### src/ppc_pkg.sv
// Register map, field layouts and timing constants of the parallel port
package ppc_pkg;
   localparam logic [7:0] OFS_PORT_ENABLE = 8'h00;
   localparam logic [7:0] OFS_CTRL_LOW = 8'h04;
   localparam logic [7:0] OFS_MODE_HIGH = 8'h08;
   localparam logic [7:0] OFS_WAIT_CFG = 8'h0C;
   localparam logic [7:0] OFS_PIN_EN_HIGH = 8'h10;
   localparam logic [7:0] OFS_PIN_EN_LOW = 8'h14;
   localparam logic [7:0] OFS_IN_STATUS = 8'h18;
   localparam logic [7:0] OFS_ADDRESS = 8'h1C;
   localparam logic [7:0] OFS_DATA = 8'h20;
   localparam logic [7:0] OFS_IN_BUF0 = 8'h24;
   localparam logic [7:0] OFS_IN_BUF3 = 8'h30;

   localparam int BIT_PORT_ENABLE = 7;
   localparam int BIT_BUSY = 7;
   localparam int BIT_ALL_FULL = 7;
   localparam int BIT_OVERFLOW = 6;
   localparam logic [7:0] RESET_BYTE = 8'h00;
   localparam logic [15:0] RESET_WORD = 16'h0000;

   // One clock is one instruction cycle
   localparam int TCY_NS = 50;
   localparam int CLK_NS = 50;
   localparam int CYC_PER_TCY = (TCY_NS + CLK_NS - 1) / CLK_NS;

   localparam logic [1:0] CSF_ADDR = 2'b00;
   localparam logic [1:0] CSF_ONE_SEL = 2'b01;
   localparam logic [1:0] CSF_TWO_SEL = 2'b10;
   localparam logic [1:0] MODE_LEGACY = 2'b00;
   localparam logic [1:0] MODE_ENHANCED = 2'b01;
   localparam logic [1:0] MODE_MASTER2 = 2'b10;
   localparam logic [1:0] MODE_MASTER1 = 2'b11;
   localparam logic [1:0] IRQ_NONE = 2'b00;
   localparam logic [1:0] IRQ_EACH = 2'b01;
   localparam logic [1:0] IRQ_STALL = 2'b10;
   localparam logic [1:0] IRQ_BUF3 = 2'b11;
   localparam logic [1:0] STEP_NONE = 2'b00;
   localparam logic [1:0] STEP_INC = 2'b01;
   localparam logic [1:0] STEP_DEC = 2'b10;
   localparam logic [1:0] STEP_BUFS = 2'b11;
   localparam logic [1:0] RESP_OKAY = 2'b00;
   localparam logic [1:0] RESP_SLVERR = 2'b10;

   typedef struct packed {
      logic [1:0] csf;
      logic addr_latch_polarity;
      logic second_select_polarity;
      logic first_select_polarity;
      logic byte_lane_polarity;
      logic write_strobe_polarity;
      logic read_strobe_polarity;
   } ppc_ctrl_t;

   typedef struct packed {
      logic busy;
      logic [1:0] irqm;
      logic [1:0] step;
      logic wide;
      logic [1:0] mode;
   } ppc_mode_t;

   typedef struct packed {
      logic [1:0] setup;
      logic [3:0] strobe;
      logic [1:0] hold;
   } ppc_wait_t;

   typedef enum logic [3:0] {
      ST_IDLE = 4'b0001,
      ST_SETUP = 4'b0010,
      ST_STROBE = 4'b0100,
      ST_HOLD = 4'b1000
   } ppc_state_t;
endpackage : ppc_pkg

### src/ppc_port_top.sv
// Parallel port configuration, status, master timing and slave input buffers
module ppc_port_top #(
   parameter int ADDR_W = 8
) (
   input wire logic i_ref_clk,
   input wire logic i_reset_n,
   input wire logic i_s_axi_awvalid,
   output logic o_s_axi_awready,
   input wire logic [ADDR_W-1:0] i_s_axi_awaddr,
   input wire logic i_s_axi_wvalid,
   output logic o_s_axi_wready,
   input wire logic [31:0] i_s_axi_wdata,
   input wire logic [3:0] i_s_axi_wstrb,
   output logic o_s_axi_bvalid,
   input wire logic i_s_axi_bready,
   output logic [1:0] o_s_axi_bresp,
   input wire logic i_s_axi_arvalid,
   output logic o_s_axi_arready,
   input wire logic [ADDR_W-1:0] i_s_axi_araddr,
   output logic o_s_axi_rvalid,
   input wire logic i_s_axi_rready,
   output logic [31:0] o_s_axi_rdata,
   output logic [1:0] o_s_axi_rresp,
   input wire logic i_select_one,
   input wire logic i_write_strobe_pin,
   input wire logic i_read_strobe_pin,
   input wire logic [1:0] i_addr_pins,
   input wire logic [7:0] i_data_pins,
   output logic [15:0] o_addr_pins,
   output logic [15:0] o_addr_oe,
   output logic o_addr_latch_low,
   output logic o_addr_latch_high,
   output logic o_byte_enable_pin,
   output logic o_write_strobe_pin,
   output logic o_read_strobe_pin,
   output logic o_enable_strobe_pin,
   output logic o_strobe_oe,
   output logic [7:0] o_data_pins,
   output logic o_data_oe,
   output logic o_cycle_irq,
   output logic o_cpu_stall
);
   logic en_r;
   ppc_pkg::ppc_ctrl_t ctl_r;
   ppc_pkg::ppc_mode_t mode_r;
   ppc_pkg::ppc_wait_t wait_r;
   logic [15:0] pen_r;
   logic ovf_r;
   logic [3:0] full_r;
   logic [1:0] ptr_r;
   logic [15:0] addr_r;
   logic [15:0] data_r;
   logic [7:0] ibuf [0:3];
   ppc_pkg::ppc_state_t state_r;
   logic [3:0] cnt_r;
   logic second_r;
   logic dir_rd_r;
   logic busy_r;
   logic aw_hold_r;
   logic w_hold_r;
   logic [ADDR_W-1:0] aw_addr_r;
   logic [31:0] w_data_r;
   logic [3:0] w_strb_r;

   logic master;
   logic wr_go;
   logic rd_go;
   logic [7:0] wa;
   logic [7:0] ra;
   logic start;
   logic byte_end;
   logic done;
   logic all_full;
   logic [31:0] rd_word;
   logic rd_err;

   assign master = mode_r.mode[1];
   assign wa = 8'(aw_addr_r);
   assign ra = 8'(i_s_axi_araddr);
   assign wr_go = aw_hold_r && w_hold_r && !o_s_axi_bvalid;
   assign rd_go = i_s_axi_arvalid && o_s_axi_arready;
   // Accesses to the data register while busy or disabled are dropped
   assign start = en_r && master && state_r == ppc_pkg::ST_IDLE
      && ((wr_go && wa == ppc_pkg::OFS_DATA)
      || (rd_go && ra == ppc_pkg::OFS_DATA));
   assign byte_end = (state_r == ppc_pkg::ST_STROBE && cnt_r == 4'h0
      && wait_r.strobe == 4'h0)
      || (state_r == ppc_pkg::ST_HOLD && cnt_r == 4'h0);
   assign done = byte_end && (!mode_r.wide || second_r);

   // AXI4-Lite channel handshakes
   always_ff @(posedge i_ref_clk or negedge i_reset_n) begin
      if (!i_reset_n) begin
         o_s_axi_awready <= 1'b1;
         o_s_axi_wready <= 1'b1;
         aw_hold_r <= 1'b0;
         w_hold_r <= 1'b0;
         aw_addr_r <= '0;
         w_data_r <= 32'h0000_0000;
         w_strb_r <= 4'h0;
         o_s_axi_bvalid <= 1'b0;
         o_s_axi_bresp <= ppc_pkg::RESP_OKAY;
      end else begin
         if (i_s_axi_awvalid && o_s_axi_awready) begin
            aw_hold_r <= 1'b1;
            aw_addr_r <= i_s_axi_awaddr;
            o_s_axi_awready <= 1'b0;
         end
         if (i_s_axi_wvalid && o_s_axi_wready) begin
            w_hold_r <= 1'b1;
            w_data_r <= i_s_axi_wdata;
            w_strb_r <= i_s_axi_wstrb;
            o_s_axi_wready <= 1'b0;
         end
         if (wr_go) begin
            aw_hold_r <= 1'b0;
            w_hold_r <= 1'b0;
            o_s_axi_bvalid <= 1'b1;
            o_s_axi_bresp <= (wa > ppc_pkg::OFS_IN_BUF3 || wa[1:0] != 2'b00)
               ? ppc_pkg::RESP_SLVERR : ppc_pkg::RESP_OKAY;
         end
         if (o_s_axi_bvalid && i_s_axi_bready) begin
            o_s_axi_bvalid <= 1'b0;
            o_s_axi_awready <= 1'b1;
            o_s_axi_wready <= 1'b1;
         end
      end
   end

   always_comb begin
      rd_word = 32'h0000_0000;
      rd_err = 1'b0;
      case (ra)
         ppc_pkg::OFS_PORT_ENABLE: rd_word[ppc_pkg::BIT_PORT_ENABLE] = en_r;
         ppc_pkg::OFS_CTRL_LOW: rd_word[7:0] = ctl_r;
         ppc_pkg::OFS_MODE_HIGH: rd_word[7:0] = {busy_r, mode_r[6:0]};
         ppc_pkg::OFS_WAIT_CFG: rd_word[7:0] = wait_r;
         ppc_pkg::OFS_PIN_EN_HIGH: rd_word[7:0] = pen_r[15:8];
         ppc_pkg::OFS_PIN_EN_LOW: rd_word[7:0] = pen_r[7:0];
         ppc_pkg::OFS_IN_STATUS: rd_word[7:0] = {all_full, ovf_r, 2'b00, full_r};
         ppc_pkg::OFS_ADDRESS: rd_word[15:0] = addr_r;
         ppc_pkg::OFS_DATA: rd_word[15:0] = data_r;
         default: begin
            if (ra >= ppc_pkg::OFS_IN_BUF0 && ra <= ppc_pkg::OFS_IN_BUF3
               && ra[1:0] == 2'b00) begin
               rd_word[7:0] = ibuf[2'(ra - ppc_pkg::OFS_IN_BUF0 >> 2)];
            end else begin
               rd_err = 1'b1;
            end
         end
      endcase
   end

   always_ff @(posedge i_ref_clk or negedge i_reset_n) begin
      if (!i_reset_n) begin
         o_s_axi_arready <= 1'b1;
         o_s_axi_rvalid <= 1'b0;
         o_s_axi_rdata <= 32'h0000_0000;
         o_s_axi_rresp <= ppc_pkg::RESP_OKAY;
      end else if (rd_go) begin
         o_s_axi_arready <= 1'b0;
         o_s_axi_rvalid <= 1'b1;
         o_s_axi_rdata <= rd_word;
         o_s_axi_rresp <= rd_err ? ppc_pkg::RESP_SLVERR : ppc_pkg::RESP_OKAY;
      end else if (o_s_axi_rvalid && i_s_axi_rready) begin
         o_s_axi_rvalid <= 1'b0;
         o_s_axi_arready <= 1'b1;
      end
   end

   // Configuration registers
   always_ff @(posedge i_ref_clk or negedge i_reset_n) begin
      if (!i_reset_n) begin
         en_r <= 1'b0;
         ctl_r <= ppc_pkg::RESET_BYTE;
         mode_r <= ppc_pkg::RESET_BYTE;
         wait_r <= ppc_pkg::RESET_BYTE;
         pen_r <= ppc_pkg::RESET_WORD;
      end else if (wr_go && w_strb_r[0]) begin
         case (wa)
            ppc_pkg::OFS_PORT_ENABLE:
               en_r <= w_data_r[ppc_pkg::BIT_PORT_ENABLE];
            ppc_pkg::OFS_CTRL_LOW: ctl_r <= w_data_r[7:0];
            ppc_pkg::OFS_MODE_HIGH: mode_r <= {1'b0, w_data_r[6:0]};
            ppc_pkg::OFS_WAIT_CFG: wait_r <= w_data_r[7:0];
            ppc_pkg::OFS_PIN_EN_HIGH: pen_r[15:8] <= w_data_r[7:0];
            ppc_pkg::OFS_PIN_EN_LOW: pen_r[7:0] <= w_data_r[7:0];
            default: ;
         endcase
      end
   end

   // Master transfer sequencer
   always_ff @(posedge i_ref_clk or negedge i_reset_n) begin
      if (!i_reset_n) begin
         state_r <= ppc_pkg::ST_IDLE;
         cnt_r <= 4'h0;
         second_r <= 1'b0;
         dir_rd_r <= 1'b0;
         busy_r <= 1'b0;
      end else begin
         case (state_r)
            ppc_pkg::ST_IDLE: begin
               if (start) begin
                  busy_r <= 1'b1;
                  second_r <= 1'b0;
                  dir_rd_r <= rd_go && ra == ppc_pkg::OFS_DATA;
                  if (wait_r.strobe == 4'h0) begin
                     state_r <= ppc_pkg::ST_STROBE;
                     cnt_r <= 4'h0;
                  end else begin
                     state_r <= ppc_pkg::ST_SETUP;
                     cnt_r <= {2'b00, wait_r.setup};
                  end
               end
            end
            ppc_pkg::ST_SETUP: begin
               if (cnt_r == 4'h0) begin
                  state_r <= ppc_pkg::ST_STROBE;
                  cnt_r <= wait_r.strobe;
               end else begin
                  cnt_r <= cnt_r - 4'h1;
               end
            end
            ppc_pkg::ST_STROBE, ppc_pkg::ST_HOLD: begin
               if (cnt_r != 4'h0) begin
                  cnt_r <= cnt_r - 4'h1;
               end else if (state_r == ppc_pkg::ST_STROBE
                  && wait_r.strobe != 4'h0) begin
                  state_r <= ppc_pkg::ST_HOLD;
                  cnt_r <= {2'b00, wait_r.hold};
               end else if (done || !en_r) begin
                  state_r <= ppc_pkg::ST_IDLE;
                  busy_r <= 1'b0;
               end else begin
                  second_r <= 1'b1;
                  if (wait_r.strobe == 4'h0) begin
                     state_r <= ppc_pkg::ST_STROBE;
                  end else begin
                     state_r <= ppc_pkg::ST_SETUP;
                     cnt_r <= {2'b00, wait_r.setup};
                  end
               end
            end
            default: begin
               state_r <= ppc_pkg::ST_IDLE;
               busy_r <= 1'b0;
            end
         endcase
      end
   end

   // Address and data registers, stepping after each completed access
   always_ff @(posedge i_ref_clk or negedge i_reset_n) begin
      if (!i_reset_n) begin
         addr_r <= ppc_pkg::RESET_WORD;
         data_r <= ppc_pkg::RESET_WORD;
      end else begin
         if (wr_go && wa == ppc_pkg::OFS_ADDRESS) begin
            if (w_strb_r[0]) addr_r[7:0] <= w_data_r[7:0];
            if (w_strb_r[1]) addr_r[15:8] <= w_data_r[15:8];
         end else if (done && mode_r.step == ppc_pkg::STEP_INC) begin
            {addr_r[15], addr_r[13:0]} <= {addr_r[15], addr_r[13:0]} + 15'h1;
         end else if (done && mode_r.step == ppc_pkg::STEP_DEC) begin
            {addr_r[15], addr_r[13:0]} <= {addr_r[15], addr_r[13:0]} - 15'h1;
         end
         if (start && wr_go && w_strb_r[0]) begin
            data_r[7:0] <= w_data_r[7:0];
            if (mode_r.wide && w_strb_r[1]) data_r[15:8] <= w_data_r[15:8];
         end else if (dir_rd_r && state_r == ppc_pkg::ST_STROBE
            && cnt_r == 4'h0) begin
            if (second_r) data_r[15:8] <= i_data_pins;
            else data_r[7:0] <= i_data_pins;
         end
      end
   end

   // Slave side: pin inputs pass two flip-flops before use
   logic [12:0] sync1_r;
   logic [12:0] sync2_r;
   logic wr_hit;
   logic wr_hit_d_r;
   logic slave_end;
   logic [1:0] slot;
   logic [3:0] sw_read;
   logic [9:0] cap_r;
   always_ff @(posedge i_ref_clk or negedge i_reset_n) begin
      if (!i_reset_n) begin
         sync1_r <= 13'h0000;
         sync2_r <= 13'h0000;
         wr_hit_d_r <= 1'b0;
         cap_r <= 10'h000;
      end else begin
         sync1_r <= {i_select_one, i_write_strobe_pin, i_read_strobe_pin,
            i_addr_pins, i_data_pins};
         sync2_r <= sync1_r;
         wr_hit_d_r <= wr_hit;
         // Pins are already released when the end is seen: keep last sample
         if (wr_hit) cap_r <= sync2_r[9:0];
      end
   end
   assign wr_hit = en_r && !master && sync2_r[12] == ctl_r.first_select_polarity
      && sync2_r[11] == ctl_r.write_strobe_polarity;
   assign slave_end = wr_hit_d_r && !wr_hit;
   assign slot = mode_r.mode == ppc_pkg::MODE_ENHANCED ? cap_r[9:8]
      : (mode_r.step == ppc_pkg::STEP_BUFS ? ptr_r : 2'b00);
   assign all_full = (mode_r.mode == ppc_pkg::MODE_ENHANCED
      || mode_r.step == ppc_pkg::STEP_BUFS) ? &full_r : full_r[0];
   always_comb begin
      sw_read = 4'h0;
      if (rd_go && ra >= ppc_pkg::OFS_IN_BUF0 && ra <= ppc_pkg::OFS_IN_BUF3
         && ra[1:0] == 2'b00) begin
         sw_read[2'(ra - ppc_pkg::OFS_IN_BUF0 >> 2)] = 1'b1;
      end
   end

   always_ff @(posedge i_ref_clk or negedge i_reset_n) begin
      if (!i_reset_n) begin
         full_r <= 4'h0;
         ovf_r <= 1'b0;
         ptr_r <= 2'b00;
         for (int k = 0; k < 4; k++) ibuf[k] <= 8'h00;
      end else begin
         // A new write into an empty slot wins over a software read in the same cycle; a full slot overflows
         full_r <= full_r & ~sw_read;
         if (wr_go && wa == ppc_pkg::OFS_IN_STATUS && w_strb_r[0]
            && !w_data_r[ppc_pkg::BIT_OVERFLOW]) begin
            ovf_r <= 1'b0;
         end
         if (slave_end) begin
            if (full_r[slot]) begin
               ovf_r <= 1'b1;
            end else begin
               ibuf[slot] <= cap_r[7:0];
               full_r[slot] <= 1'b1;
            end
            if (mode_r.step == ppc_pkg::STEP_BUFS) ptr_r <= ptr_r + 2'b01;
         end
      end
   end

   // Interrupt pulse and stall level
   always_ff @(posedge i_ref_clk or negedge i_reset_n) begin
      if (!i_reset_n) begin
         o_cycle_irq <= 1'b0;
         o_cpu_stall <= 1'b0;
      end else begin
         o_cycle_irq <= (mode_r.irqm == ppc_pkg::IRQ_EACH && (done || slave_end))
            || (mode_r.irqm == ppc_pkg::IRQ_BUF3 && slave_end
            && slot == 2'b11);
         o_cpu_stall <= mode_r.irqm == ppc_pkg::IRQ_STALL
            && (start || (busy_r && !done));
      end
   end

   // Pin levels, computed then registered
   logic act;
   logic strobe_on;
   logic [15:0] pins_nxt;
   always_comb begin
      act = state_r != ppc_pkg::ST_IDLE;
      strobe_on = state_r == ppc_pkg::ST_STROBE;
      pins_nxt = addr_r;
      case (ctl_r.csf)
         ppc_pkg::CSF_TWO_SEL: begin
            pins_nxt[15] = (act && addr_r[15]) ~^ ctl_r.second_select_polarity;
            pins_nxt[14] = (act && addr_r[14]) ~^ ctl_r.first_select_polarity;
         end
         ppc_pkg::CSF_ONE_SEL:
            pins_nxt[15] = (act && addr_r[15]) ~^ ctl_r.second_select_polarity;
         default: ;
      endcase
   end

   always_ff @(posedge i_ref_clk or negedge i_reset_n) begin
      if (!i_reset_n) begin
         o_addr_pins <= 16'h0000;
         o_addr_oe <= 16'h0000;
         o_addr_latch_low <= 1'b0;
         o_addr_latch_high <= 1'b0;
         o_byte_enable_pin <= 1'b0;
         o_write_strobe_pin <= 1'b0;
         o_read_strobe_pin <= 1'b0;
         o_enable_strobe_pin <= 1'b0;
         o_strobe_oe <= 1'b0;
         o_data_pins <= 8'h00;
         o_data_oe <= 1'b0;
      end else begin
         o_addr_pins <= pins_nxt;
         o_addr_oe <= (en_r && master) ? pen_r : 16'h0000;
         o_addr_latch_low <= (pen_r[0] && state_r == ppc_pkg::ST_SETUP)
            ~^ ctl_r.addr_latch_polarity;
         o_addr_latch_high <= (pen_r[1] && state_r == ppc_pkg::ST_SETUP)
            ~^ ctl_r.addr_latch_polarity;
         o_byte_enable_pin <= (act && second_r) ~^ ctl_r.byte_lane_polarity;
         o_strobe_oe <= en_r && master;
         if (mode_r.mode == ppc_pkg::MODE_MASTER1) begin
            o_read_strobe_pin <= (act && dir_rd_r) ~^ ctl_r.read_strobe_polarity;
            o_enable_strobe_pin <= strobe_on ~^ ctl_r.write_strobe_polarity;
            o_write_strobe_pin <= !ctl_r.write_strobe_polarity;
         end else begin
            o_read_strobe_pin <= (strobe_on && dir_rd_r) ~^ ctl_r.read_strobe_polarity;
            o_write_strobe_pin <= (strobe_on && !dir_rd_r) ~^ ctl_r.write_strobe_polarity;
            o_enable_strobe_pin <= 1'b0;
         end
         o_data_pins <= second_r ? data_r[15:8] : data_r[7:0];
         o_data_oe <= act && !dir_rd_r && en_r && master;
      end
   end

   logic [4:0] strobe_len_r;
   // Restart per byte: a zero-wait wide access stays in strobe for both bytes
   always_ff @(posedge i_ref_clk or negedge i_reset_n) begin
      if (!i_reset_n) strobe_len_r <= 5'h00;
      else if (state_r == ppc_pkg::ST_STROBE && !byte_end)
         strobe_len_r <= strobe_len_r + 5'h01;
      else strobe_len_r <= 5'h00;
   end

   a_busy_follows_fsm: assert property (@(posedge i_ref_clk)
      disable iff (!i_reset_n)
      busy_r == (state_r != ppc_pkg::ST_IDLE))
      else $error("busy flag disagrees with sequencer");
   a_strobe_length: assert property (@(posedge i_ref_clk)
      disable iff (!i_reset_n)
      (state_r == ppc_pkg::ST_STROBE && cnt_r == 4'h0)
      |-> strobe_len_r == {1'b0, wait_r.strobe})
      else $error("strobe length wrong");
   a_zero_wait_skip: assert property (@(posedge i_ref_clk)
      disable iff (!i_reset_n)
      (start && wait_r.strobe == 4'h0) |=> state_r == ppc_pkg::ST_STROBE
      ##1 state_r != ppc_pkg::ST_HOLD)
      else $error("setup or hold used with zero strobe wait");
   a_setup_count: assert property (@(posedge i_ref_clk)
      disable iff (!i_reset_n)
      (start && wait_r.strobe != 4'h0 && wait_r.setup == 2'b01)
      |=> state_r == ppc_pkg::ST_SETUP [*2] ##1 state_r == ppc_pkg::ST_STROBE)
      else $error("setup phase length wrong");
   a_hold_entry: assert property (@(posedge i_ref_clk)
      disable iff (!i_reset_n)
      (state_r == ppc_pkg::ST_STROBE && cnt_r == 4'h0 && wait_r.strobe != 4'h0)
      |=> state_r == ppc_pkg::ST_HOLD && cnt_r == {2'b00, $past(wait_r.hold)})
      else $error("hold phase not entered");
   a_disabled_quiet: assert property (@(posedge i_ref_clk)
      disable iff (!i_reset_n)
      !en_r |=> o_addr_oe == 16'h0000 && !o_data_oe && !o_strobe_oe)
      else $error("disabled port drives pins");
   a_overflow_set: assert property (@(posedge i_ref_clk)
      disable iff (!i_reset_n)
      (slave_end && full_r[slot]) |=> ovf_r)
      else $error("overflow not flagged");
   a_slot_cleared: assert property (@(posedge i_ref_clk)
      disable iff (!i_reset_n)
      (sw_read != 4'h0 && !slave_end) |=> (full_r & $past(sw_read)) == 4'h0)
      else $error("slot full not cleared by read");
   a_step_increment: assert property (@(posedge i_ref_clk)
      disable iff (!i_reset_n)
      (done && mode_r.step == ppc_pkg::STEP_INC && !wr_go)
      |=> addr_r[13:0] == $past(addr_r[13:0]) + 14'h1
      || (addr_r[13:0] == 14'h0000 && addr_r[15] != $past(addr_r[15])))
      else $error("address did not step");
   a_wide_two_bytes: assert property (@(posedge i_ref_clk)
      disable iff (!i_reset_n)
      (byte_end && mode_r.wide && !second_r && en_r) |=> second_r && busy_r)
      else $error("second byte not performed");
endmodule : ppc_port_top

### config.mk
export PLATFORM = sky130hd
export DESIGN_NAME = ppc_port_top
export DESIGN_NICKNAME = d
export VERILOG_FILES = /design/src/ppc_pkg.sv /design/src/ppc_port_top.sv
export SDC_FILE = /design/constraint.sdc
export NUM_CORES = 1
export LEC_CHECK = 0
export ABC_AREA = 1
export BUFFER_PORTS_ARGS = -buffer_cell sky130_fd_sc_hd__buf_2
export CAP_MARGIN = 20
export CORE_MARGIN = 2
export CORE_UTILIZATION = 50
export CTS_CLUSTER_DIAMETER = 80
export CTS_CLUSTER_SIZE = 25
export DETAILED_ROUTE_END_ITERATION = 10
export PLACE_DENSITY = 0.71
export SYNTH_ARGS = -nofsm -noshare
export SYNTH_HDL_FRONTEND = slang
export SYNTH_SLANG_ARGS = --single-unit
### constraint.sdc
create_clock -name i_ref_clk -period 2.1 [get_ports i_ref_clk]
set_input_delay 0.21 -clock i_ref_clk [delete_from_list [all_inputs] [get_ports i_ref_clk]]
set_output_delay 0.21 -clock i_ref_clk [all_outputs]
set_load 0.01 [all_outputs]
==> reports/results.txt <==
first-pass GRT wire length = 56300 um
dpl hpwl = 25700 um
# DRC = 0
max-cap violations = 0
initial drt markers = 981
top cell type's share of synthesized area = 51.5%
combinational family with the most area after synthesis = simple AND/OR/NAND/NOR gates
CP arrival = 2.30 ns
final instance count without filler cells = 2068
Vias/cell = 5.31
Worst path max stage delay = 0.42 ns
Die Ht = 161 um
H-tree depth = 1
post-synthesis compound-gate area fraction = 9.47%
clk slew on worst S/H paths = 0.10 ns
#FFs+latches synth = 258
WP buf/inv = 3
Worst Setup Path Type = flop to flop
relative max-transition margin = 61.2%
P per Cell Area = 1070 mW/mm^2
Yosys top cell by area = dfrtp_1
worst hold path type = input port to asynchronous set/reset pin
DIE AREA = 0.0260 mm^2
Final min period = 1.94 ns
number of global-route vias before repair = 10499
DP Cell Count = 1995
cell-internal power = 9390 uW
Diodes inserted = 0
Syn Inst Count = 1530
leak pwr = 0.00742 uW
sequential-to-total area share from yosys stat = 52.4%
Least-Margin Pin Slew = 0.580 ns
total grt overflow = 0
DR WL/cell = 16.9 um
post-synthesis mux area share = 0.0913%
Top Family by Delay on Critical Path = simple AND/OR/NAND/NOR gates
Synth area leaders = dfrtp_1 52%, nand2_1 14%, o21ai_0 6.5%
Crit path required time = 2.45 ns
clk_skew = 0.0225 ns
Placed Area = 0.0136 mm^2
peak supply drop = 0.708 mV
via count = 10977
Synth Area in Simple Gates = 27.6%
sw frac = 40.0%
Max Clk Rate = 0.515 GHz
TritonCTS clock tree = yes
clk_lat worst skew = 0.50 ns
Post-Synth XOR/XNOR Area = 1.77%
mapped cell area = 0.0123 mm^2
ys flop type = dfrtp_1
Final setup viols = 0
Worst setup SP type = flop
fin crit share = 92.5%
Clock Path Buffers = 3
Distinct cells, synth = 46
Initial Util = 50.9%
Sw Pwr = 6260 uW
Comb pwr share = 38.1%
die width = 161 um
Synth Area in Adders = 1.12%
Sink Count = 258
Synth warnings = 0
core footprint = 0.0242 mm^2
fraction of layout cells with a size suffix above 1 = 15.3%
GP Congestion = 0.920
Clk network pwr share = 19.4%
most common cell after layout, fill and taps aside = nand2_1
CP endpoint kind = flop
# IOs = 163
status = finished, final reports clean
number of port buffers = 125
CP max FO = 6
part of the power in registers = 42.5%
number of synthesized flops with an enable pin = 0
most frequent cells in the layout = 465 x nand2_1, 254 x dfrtp_1, 157 x o21ai_0, 148 x inv_1, 136 x nor2_1
Design Area, Final = 0.0146 mm^2
antenna violations before repair = 0
CTS root buf = clkbuf_16
Antenna Violating Nets Remaining = 0
largest net degree at the start of global routing = 64
worst-path cell chain = inv_1, nand3_1, inv_2, nand3_1, nand2_1, nand2_1, buf_4, a211oi_1
CP max stage cell = dfrtp_1
DR pass1 iterations = 7
ys async rst share = 100%
Slew Viols, Final = 0
Routed WL = 35000 um
endpoints failing hold = 0
Final Net Count = 1821
GR Util All Layers = 27.5%
Avg Cell Area, Syn = 8.07 um^2
Area Growth Syn to Fin = 18.2%
# rows = 57
TritonCTS Buffers = 15
Final Util = 60.1%
==> final timing paths <==
path / end / from / slack [ns] / cells after the start
setup / recovery: o_cpu_stall / o_s_axi_bvalid / 0.16 / 8
hold / removal: o_data_pins[7] / i_reset_n / 0.20 / 2
setup reg to reg: o_cpu_stall / o_s_axi_bvalid / 0.16 / 8
hold reg to reg: sync2_r[7] / sync1_r[7] / 0.35 / 0
max in group asynchronous: o_addr_oe[1] / i_reset_n / 1.20 / 3
min in group i_ref_clk: o_s_axi_rvalid / i_s_axi_arvalid / 0.22 / 4
==> per-layer routing <==
layer | up-vias | share of wire, % | track usage (%)
met2 | 492 | 46 | 44.5
met3 | 66 | 8.3 | 3.90
met4 | 0 | 2.9 | 7.39
met1 | 5141 | 42 | 39.2
met5 | - | 0 | 0
li1 | 5278 | - | -
==> flip-flops by register name, summed over array words and instances, names as in the netlist, 6 cells and up <==
| register | cells |
|---|---|
| ibuf | 32 |
| ctl_r | 8 |
| sync1_r | 12 |
| o_s_axi_rdata | 16 |
| data_r | 16 |
| addr_r | 16 |
| cap_r | 10 |
| wait_r | 8 |
| pen_r | 16 |
| w_data_r | 16 |
| aw_addr_r | 8 |
| o_addr_oe | 16 |
| o_data_pins | 8 |
| o_addr_pins | 16 |
| sync2_r | 12 |
| mode_r | 6 |
==> synthesized netlist by cell type (2+ instances only) <==
cell,number
nor3_1,6
nand4_4,3
o21ai_1,12
nand3_2,4
o221ai_1,3
nand2_4,5
inv_2,11
buf_2,9
buf_4,19
nand2_1,470
o22ai_1,8
nor2_4,2
nor2_1,139
o211ai_1,4
ha_1,11
xor2_1,23
a32o_1,2
clkbuf_1,26
xnor2_1,2
dfstp_2,4
nand2_2,5
inv_1,151
a21oi_1,21
clkinv_1,3
nand4_1,38
o21ai_0,161
nand3_1,107
nand4_2,2
a31oi_1,2
nor2_2,7
dfrtp_1,254
buf_6,2
==> cell type report <==
| cell class | count | area [um^2] |
|---|---|---|
| fill | 2196 | 9670 |
| sequential | 258 | 6460 |
| multi-input combinational | 1067 | 5070 |
| timing repair buffer | 231 | 1580 |
| inverter | 165 | 628 |
| tap | 324 | 405 |
| clock buffer | 18 | 387 |
| clock inverter | 5 | 53.8 |
==> logic make-up (layout without fill, tap and decap cells) <==
family	after synthesis	count (layout)
AOI/OAI and AO/OA	219	219
DFF	258	258
buffers and inverters	222	419
adders and majority gates	11	11
muxes	1	1
and+or+nand+nor	793	793
xor gates and xnor gates	25	25
other	1	18
==> power groups by stage <==
stage          Combinational [uW]  Clock (uW)  Sequential (uW)
2_1_floorplan                3870           0             6520
3_3_place_gp                 5490           0             6700
3_5_place_dp                 5630           0             6720
4_1_cts                      5750        3090             6620
5_1_grt                      6780        3270             6770
6_report                     5960        3040             6650
==> worst register-to-register path, delay by kind of cell (launching register included) <==
kind	cells	cell delay (ns)
buf+inv	3	0.42
compound gates	1	0.38
simple gates	4	0.60
flops	1	0.42
==> timing repair <==
action                                 in CTS  in global routing
endpoints found under the hold margin     154                  0
hold buffers                               45                  0
buffers inserted                            0                  5
setup endpoints to repair                   0                 39
gates resized for setup                     0                 23
==> metrics by stage <==
| stage | worst slack (ns) | total power, uW | hold slack, ns | TNS, ns |
|---|---|---|---|---|
| floorplan | 0.0655 | 10400 | -0.0856 | 0 |
| global placement | 0.138 | 12200 | 0.138 | 0 |
| detailed placement | 0.0638 | 12300 | 0.142 | 0 |
| CTS | 0.0165 | 15500 | 0.202 | 0 |
| global route | -0.0214 | 16800 | 0.216 | -0.0215 |
| finish | 0.157 | 15700 | 0.201 | 0 |
No activity file was read; power rests on OpenSTA's default activity.
